<file path="config.mk">
export PLATFORM = sky130hd
export DESIGN_NAME = sdpp_program_port
export DESIGN_NICKNAME = d
export VERILOG_FILES = /design/src/logic/sdpp_pkg.sv /design/src/logic/sdpp_program_port.sv /design/src/logic/sdpp_divider.sv
export SDC_FILE = /design/constraint.sdc
export NUM_CORES = 1
export LEC_CHECK = 0
export ABC_AREA = 1
export ABC_CLOCK_PERIOD_IN_PS = 2680
export BUFFER_PORTS_ARGS = -buffer_cell sky130_fd_sc_hd__buf_2
export CAP_MARGIN = 40
export CELL_PAD_IN_SITES_DETAIL_PLACEMENT = 0
export CELL_PAD_IN_SITES_GLOBAL_PLACEMENT = 1
export CORE_MARGIN = 2
export CORE_UTILIZATION = 42
export CTS_CLUSTER_SIZE = 10
export DETAILED_ROUTE_END_ITERATION = 10
export MAX_ROUTING_LAYER = met4
export PLACE_DENSITY_LB_ADDON = 0.1
export SYNTH_ARGS = -nofsm -noshare
export SYNTH_HDL_FRONTEND = slang
export SYNTH_SLANG_ARGS = --single-unit
</file>
<file path="constraint.sdc">
create_clock -name clk_sys -period 2.68 [get_ports clk_sys]
set_clock_uncertainty 0.1 [all_clocks]
set_input_delay 0.402 -clock clk_sys [delete_from_list [all_inputs] [get_ports clk_sys]]
set_output_delay 0.402 -clock clk_sys [all_outputs]
set_load 0.05 [all_outputs]
</file>
<file path="src/logic/sdpp_pkg.sv">
package sdpp_pkg;
  localparam int SDPP_CFG_W = 12;
  localparam int SDPP_FB_W = 7;
  localparam int SDPP_PD_W = 2;
  localparam int SDPP_TS_W = 3;
  // field positions in the shift word, last bit shifted sits at bit 0
  localparam int SDPP_FB_LSB = 0;
  localparam int SDPP_PD_LSB = 7;
  localparam int SDPP_TS_LSB = 9;
  localparam logic [2:0] SDPP_TS_SHIFT_OUT = 3'h0;
  localparam logic [2:0] SDPP_TS_ONE = 3'h1;
  localparam logic [2:0] SDPP_TS_REF_HALF = 3'h2;
  localparam logic [2:0] SDPP_TS_FB_CNT = 3'h3;
  localparam logic [2:0] SDPP_TS_SYNTH = 3'h4;
  localparam logic [2:0] SDPP_TS_ZERO = 3'h5;
  localparam logic [2:0] SDPP_TS_BYPASS = 3'h6;
  localparam logic [2:0] SDPP_TS_SYNTH_Q = 3'h7;
  localparam logic [1:0] SDPP_PD_DIV2 = 2'h0;
  localparam logic [1:0] SDPP_PD_DIV4 = 2'h1;
  localparam logic [1:0] SDPP_PD_DIV8 = 2'h2;
  localparam logic [1:0] SDPP_PD_DIV1 = 2'h3;
  localparam logic [6:0] SDPP_FB_RESET = 7'h30;
  localparam logic [1:0] SDPP_PD_RESET = 2'h0;
  localparam int SDPP_CLK_MHZ = 25;
  localparam int SDPP_STROBE_MIN_NS = 50;
  localparam int SDPP_STROBE_MIN_CYC = (SDPP_STROBE_MIN_NS * SDPP_CLK_MHZ + 999) / 1000;
  typedef enum logic [1:0] {
    SDPP_DIV2 = 2'b00,
    SDPP_DIV4 = 2'b01,
    SDPP_DIV8 = 2'b10,
    SDPP_DIV1 = 2'b11
  } sdpp_div_t;
endpackage

</file>
<file path="src/logic/sdpp_program_port.sv">
`timescale 1ns/10ps
module sdpp_program_port (
  input wire logic clk_sys,
  input wire logic rst,
  input wire logic ref_clk_en,
  input wire logic vco_en,
  input wire logic par_load,
  input wire logic [sdpp_pkg::SDPP_FB_W-1:0] par_feedback,
  input wire logic [sdpp_pkg::SDPP_PD_W-1:0] par_post_sel,
  input wire logic ser_clock,
  input wire logic ser_data,
  input wire logic ser_load,
  output logic [sdpp_pkg::SDPP_FB_W-1:0] feedback_ratio,
  output logic [sdpp_pkg::SDPP_PD_W-1:0] post_divider_sel,
  output logic [sdpp_pkg::SDPP_TS_W-1:0] test_select,
  output logic pll_bypass,
  output logic synthesized_clock_out,
  output logic diag_out
);
  import sdpp_pkg::*;

  logic par_load_d, ser_clock_d, ser_load_d;
  logic [SDPP_CFG_W-1:0] serial_config_word;
  logic [SDPP_FB_W-1:0] fb_cnt;
  logic [SDPP_PD_W-1:0] pd_cnt;
  logic [SDPP_TS_W-1:0] ts_reg;
  logic ref_half, synth_q_cnt0, synth_q;
  logic [1:0] synth_q_cnt;

  // post-divider decode, used for normal and bypass paths
  function automatic logic [7:0] sdpp_post_ratio(input logic [1:0] sel);
    case (sdpp_div_t'(sel))
      SDPP_DIV2: sdpp_post_ratio = 8'h02;
      SDPP_DIV4: sdpp_post_ratio = 8'h04;
      SDPP_DIV8: sdpp_post_ratio = 8'h08;
      SDPP_DIV1: sdpp_post_ratio = 8'h01;
      default: sdpp_post_ratio = 8'h02;
    endcase
  endfunction

  // edge detection; pins are synchronous to clk_sys
  wire par_rise = par_load && !par_load_d;
  wire ser_rise = ser_clock && !ser_clock_d;
  wire ser_fall = !ser_load && ser_load_d;
  wire serial_ok = par_load;
  wire [SDPP_FB_W-1:0] ser_fb = serial_config_word[SDPP_FB_LSB +: SDPP_FB_W];
  wire [SDPP_PD_W-1:0] ser_pd = serial_config_word[SDPP_PD_LSB +: SDPP_PD_W];
  wire [SDPP_TS_W-1:0] ser_ts = serial_config_word[SDPP_TS_LSB +: SDPP_TS_W];
  wire shift_msb = serial_config_word[SDPP_CFG_W-1];

  // strobes and shift register; msb first so earliest bit ends at the top
  always_ff @(posedge clk_sys) begin
    if (rst) begin
      par_load_d <= 1'b1; // strobe idles high; avoids a false rise right after reset
      ser_clock_d <= 1'b0;
      ser_load_d <= 1'b0;
      serial_config_word <= 12'h000;
    end else begin
      par_load_d <= par_load;
      ser_clock_d <= ser_clock;
      ser_load_d <= ser_load;
      if (ser_rise && serial_ok)
        serial_config_word <= {serial_config_word[SDPP_CFG_W-2:0], ser_data};
    end
  end

  // held counters; serial strobe wins when both land together
  always_ff @(posedge clk_sys) begin
    if (rst) begin
      fb_cnt <= SDPP_FB_RESET;
      pd_cnt <= SDPP_PD_RESET;
      ts_reg <= SDPP_TS_SHIFT_OUT;
    end else if (!par_load) begin
      fb_cnt <= par_feedback;
      pd_cnt <= par_post_sel;
      ts_reg <= SDPP_TS_SHIFT_OUT;
    end else if (ser_fall) begin
      fb_cnt <= ser_fb;
      pd_cnt <= ser_pd;
      ts_reg <= ser_ts;
    end else if (par_rise) begin
      fb_cnt <= par_feedback;
      pd_cnt <= par_post_sel;
    end
  end

  // transparent while strobe low: latch output follows pins directly
  assign feedback_ratio = par_load ? fb_cnt : par_feedback;
  assign post_divider_sel = par_load ? pd_cnt : par_post_sel;
  assign test_select = par_load ? ts_reg : SDPP_TS_SHIFT_OUT;
  assign pll_bypass = (test_select == SDPP_TS_BYPASS);

  // bypass feeds dividers from shift clock edges instead of the vco enable
  wire div_src = pll_bypass ? ser_rise : vco_en;
  wire [7:0] post_ratio_raw = sdpp_post_ratio(post_divider_sel);
  wire [7:0] post_ratio = (pll_bypass && post_ratio_raw == 8'h01) ? 8'h02 : post_ratio_raw;
  wire fb_tick, fb_out, pd_tick, pd_out;

  sdpp_divider u_fb_div (
    .clk_sys(clk_sys),
    .rst(rst),
    .tick(div_src),
    .ratio({1'b0, feedback_ratio}),
    .div_tick(fb_tick),
    .div_out(fb_out)
  );

  sdpp_divider u_pd_div (
    .clk_sys(clk_sys),
    .rst(rst),
    .tick(div_src),
    .ratio(post_ratio),
    .div_tick(pd_tick),
    .div_out(pd_out)
  );

  // reference half and output quarter toggles for diagnostics
  assign synth_q_cnt0 = synth_q_cnt[0]; // toggle every second period gives a quarter rate
  always_ff @(posedge clk_sys) begin
    if (rst) begin
      ref_half <= 1'b0;
      synth_q_cnt <= 2'h0;
      synth_q <= 1'b0;
    end else begin
      if (ref_clk_en)
        ref_half <= !ref_half;
      if (pd_tick) begin
        synth_q_cnt <= synth_q_cnt + 2'h1;
        if (synth_q_cnt0)
          synth_q <= !synth_q;
      end
    end
  end

  // diagnostic select; registered so the pin is glitch free
  logic next_diag;
  always_comb begin
    case (test_select)
      SDPP_TS_SHIFT_OUT: next_diag = shift_msb;
      SDPP_TS_ONE: next_diag = 1'b1;
      SDPP_TS_REF_HALF: next_diag = ref_half;
      SDPP_TS_FB_CNT: next_diag = fb_out;
      SDPP_TS_SYNTH: next_diag = pd_out;
      SDPP_TS_ZERO: next_diag = 1'b0;
      SDPP_TS_BYPASS: next_diag = fb_out;
      SDPP_TS_SYNTH_Q: next_diag = synth_q;
      default: next_diag = 1'b0;
    endcase
  end

  always_ff @(posedge clk_sys) begin
    if (rst) begin
      diag_out <= 1'b0;
      synthesized_clock_out <= 1'b0;
    end else begin
      diag_out <= next_diag;
      synthesized_clock_out <= pd_out;
    end
  end
endmodule // sdpp_program_port

</file>
<file path="src/logic/sdpp_divider.sv">
`timescale 1ns/10ps
// counter dividing the enable stream by a ratio; ratio zero or one passes through
module sdpp_divider (
  input wire logic clk_sys,
  input wire logic rst,
  input wire logic tick,
  input wire logic [7:0] ratio,
  output logic div_tick,
  output logic div_out
);
  logic [7:0] count;
  logic [7:0] half;
  assign half = {1'b0, ratio[7:1]};
  // pulse on wrap; level high for first part of period only, duty not balanced for odd ratios
  assign div_tick = tick && (count + 8'h01 >= ratio);
  always_ff @(posedge clk_sys) begin
    if (rst) begin
      count <= 8'h00;
      div_out <= 1'b0;
    end else if (tick) begin
      count <= div_tick ? 8'h00 : count + 8'h01;
      div_out <= div_tick ? 1'b1 : ((count + 8'h01) < half);
    end
  end
endmodule // sdpp_divider

</file>
==> impl_table.tex <==
\begin{tabular}{lr}
\hline
Metric & Value \\
\hline
\multicolumn{2}{l}{\textbf{Worst setup path}} \\
Crit. End Element & flop \\
Register-to-register setup slack & roughly 360 ps \\
Worst path max stage delay & 370 ps \\
Category of the critical setup timing path & flop to flop \\
Most used cell along the critical path & sky130\_fd\_sc\_hd\_\_nand2\_1 \\
CP max FO & 8 \\
Slowest cell on crit path & sky130\_fd\_sc\_hd\_\_dfxtp\_1 \\
Arrival @ worst endpoint & 2400 ps \\
Crit start category & flop \\
WP data required & around 2800 ps \\
CP Cell Sequence & ha\_1, nand2\_1, nor2\_1, nand2\_1, xor2\_1, inv\_1, ha\_1, a21oi\_1, nand3\_2, nor2\_2, nand2\_4, nand2\_1, a21oi\_1 \\
\multicolumn{2}{l}{\textbf{Place}} \\
Total cell area at the placement stage & roughly 0.003 mm\^{}2 \\
Buffers on Ports & 31 \\
Placed cell count & between 400 and 500 \\
Post-detail-place hpwl & 4634 um \\
Final RePlAce weighted congestion & between 0.7 and 0.8 \\
\multicolumn{2}{l}{\textbf{Drt}} \\
Detailed-router iteration count before antenna repair & 4 \\
Antenna viol nets, final & 0 \\
Post-detailed-route wirelength per cell & around 12 um \\
Post-detailed-route via-to-cell ratio & just under 5 \\
Remaining design rule violation count & 0 \\
Post-Route WL & approximately 6000 um \\
Via total after detailed routing & 2419 \\
1st-iter DRT viols & 127 \\
\multicolumn{2}{l}{\textbf{Synthesis}} \\
Sequential share of the synthesized area & $\sim$36\% \\
Fraction of the mapped netlist area in simple logic gates & 22.98\% \\
Netlist Area Pre-Place & around 0.0028 mm\^{}2 \\
Post-synth cell types & 34 \\
XOR/XNOR Fraction of Synth Area & under 10\% \\
Number of nets produced by synthesis & 429 \\
Warnings from Yosys & 0 \\
Async SR Flop Fraction & 0\% \\
Count of state elements after synthesis & 50 \\
Mux cell area share after synthesis & 0\% \\
Mean instance size in the synthesized netlist & 7.124 um\^{}2 \\
Most used DFF post-synth & sky130\_fd\_sc\_hd\_\_dfxtp\_1 \\
Number of enable flip-flop cells after synthesis & 0 \\
Largest family of logic cells by synthesized area & simple AND/OR/NAND/NOR gates \\
Adder and majority gate portion of the synthesized area & 8.961\% \\
Syn Inst Count & around 400 \\
Fraction of the mapped netlist area in compound gates & 18.19\% \\
\multicolumn{2}{l}{\textbf{Layout}} \\
Leading cell type in the layout, fill and taps excluded & sky130\_fd\_sc\_hd\_\_nand2\_1 \\
Area of the multi-input gates & between 0.001 and 0.0015 mm\^{}2 \\
Synth-to-layout area growth & 12.68\% \\
Storage element area & about 0.001 mm\^{}2 \\
Non-Filler Cell Area, Final & roughly 0.0031 mm\^{}2 \\
Total inserted antenna cells & 0 \\
Highest-count cells in the layout ignoring fill and taps & 81 x sky130\_fd\_sc\_hd\_\_nand2\_1, 70 x sky130\_fd\_sc\_hd\_\_inv\_1, 50 x sky130\_fd\_sc\_hd\_\_dfxtp\_1 \\
Filler Cell Count & $\sim$640 \\
Ratio of cells with drive above 1 in the final layout & between 10 and 15\% \\
Register ranked first by flip-flop count & serial\_config\_word \\
Post-layout nets & 462 \\
Non-Filler Instances & around 500 \\
Largest registers & serial\_config\_word x12, u\_fb\_div.count x8, u\_pd\_div.count x8 \\
Max reg flops & 12 \\
\multicolumn{2}{l}{\textbf{STA}} \\
Final Max Tran Viols & 0 \\
Setup violators final & 0 \\
Summed negative setup slack over all endpoints & 0 ps \\
Final period utilization & between 80\% and 90\% \\
Highest achievable clock rate & roughly 430 MHz \\
Clock period minus final worst setup slack & between 2000 and 2500 ps \\
Headroom to the max-slew limit & $\sim$69\% \\
Number of failing hold endpoints at the final stage & 0 \\
Worst Max-Slew Pin Slew & between 400 and 500 ps \\
Unrepaired setup endpoints after global routing & false \\
\multicolumn{2}{l}{\textbf{GRT}} \\
Pin count of the biggest net entering global routing & 25 \\
First-pass GRT wire length & between 10000 and 15000 um \\
Total routing resource utilization after global routing & 17.80\% \\
Number of global-route vias before repair & about 2300 \\
Antenna violations before repair & 0 \\
Final global-route overflow total & 0 \\
\multicolumn{2}{l}{\textbf{Floorplanning}} \\
Core box area & between 0.006 and 0.007 mm\^{}2 \\
Die span in y & around 86 um \\
Number of I/O pins & 32 \\
Count of standard-cell rows & 29 \\
Die Outline Area & around 0.0073 mm\^{}2 \\
Initial standard-cell utilization of the core & a little over two fifths \\
Die span in x & roughly 86 um \\
\multicolumn{2}{l}{\textbf{Power}} \\
VDD IR-drop max & around 290 uV \\
Ratio of total power to cell area & $\sim$530 mW/mm\^{}2 \\
Leakage power & approximately 1.5 nW \\
\multicolumn{2}{l}{\textbf{Clock network}} \\
Number of buffers between clock root and the deepest sink & 2 \\
Clk Latency, worst-skew pair & about 290 ps \\
Post-CTS Hold Fix Bufs & 0 \\
Clock-pin slew on the worst setup and hold paths & approximately 100 ps \\
CTS resizes & 0 \\
Setup Fix Bufs, Post-CTS & 0 \\
H-tree depth & 2 \\
CTS Root Cell & sky130\_fd\_sc\_hd\_\_clkbuf\_8 \\
Total clock sinks & 50 \\
CTS tree & yes \\
Clock buffers created by TritonCTS & 5 \\
\multicolumn{2}{l}{\textbf{Worst hold path}} \\
Type of the worst min-delay path & primary input to flop \\
\multicolumn{2}{l}{\textbf{Outcome}} \\
Run status & finished, final reports clean \\
\multicolumn{2}{l}{\textbf{Flow run}} \\
Max Cap Violations & 0 \\
\hline
\end{tabular}
-- power breakdown --
| part | switching [mW] | leakage [nW] | internal (mW) | total (mW) |
|---|---|---|---|---|
| Sequential | 0.0247 | 0.410 | 0.787 | 0.812 |
| Clock | 0.256 | 0.0544 | 0.237 | 0.494 |
| Combinational | 0.237 | 1.06 | 0.117 | 0.354 |
-- synth_stat cells (all sizes together) (4+ instances only) --
library cell  number  area, um^2
nand3             19       112.6
nand4              6       37.54
o21ai             41       231.5
nand2             84       332.8
a211oi             5       37.54
buf                4       32.53
dfxtp             50        1001
nor2              31       136.4
a21oi             33       165.2
xor2               5       43.79
clkbuf             6       22.52
inv               70       262.8
ha                20       250.2
-- worst paths after layout --
check                                                    start                              to  cells after the start
worst min register to register  u_fb_div.count[7]$_SDFFE_PP0P_  u_fb_div.count[7]$_SDFFE_PP0P_                      2
worst max-delay path            u_fb_div.count[1]$_SDFFE_PP0P_   u_fb_div.div_out$_SDFFE_PP0P_                     13
worst max register to register  u_fb_div.count[1]$_SDFFE_PP0P_   u_fb_div.div_out$_SDFFE_PP0P_                     13
worst min-delay path                                 ser_clock          ser_clock_d$_SDFF_PP0_                      3
-- critical path, delay by kind of cell, from the launching register on --
kind	cells	cell delay, ps
compound gates	2	240
xor+xnor	1	210
fa+ha+maj	2	500
buf+inv	1	110
flops	1	370
simple gates	7	690
-- logic make-up (layout without fill, tap and decap cells) --
kind of cell | Yosys count | in the layout
buf+inv | 82 | 116
fa+ha+maj | 20 | 20
simple gates | 144 | 144
xor+xnor | 7 | 7
compound gates | 89 | 89
flops | 50 | 50
-- layer usage --
layer	GRT usage, %	up-vias	wire length, um
li1	-	1332	-
met1	23.25	1064	3034
met2	29.40	19	2765
met3	2.599	4	111
met4	3.896	0	44
met5	-	-	0
-- final cells by class --
type                            count  area share, %
Tap cell                           77          3.062
Inverter                           72          8.748
Sequential cell                    50          31.81
Clock inverter                      1         0.2783
Timing Repair Buffer               36          6.362
Clock buffer                        7          3.062
Multi-Input combinational cell    260          46.68
-- per-stage QoR --
stage	util (%)	hold slack, ps	setup slack (ps)	total power, mW
floorplan	-	321.4	13.06	1.096
finish	49.28	228.9	360.5	1.659
global placement	47.39	339.2	226.3	1.179
global route	49.28	225.0	171.2	1.763
detailed placement	47.63	344.6	207.6	1.186
CTS	49.28	222.1	371.3	1.680
(Power assumes the default switching activity.)
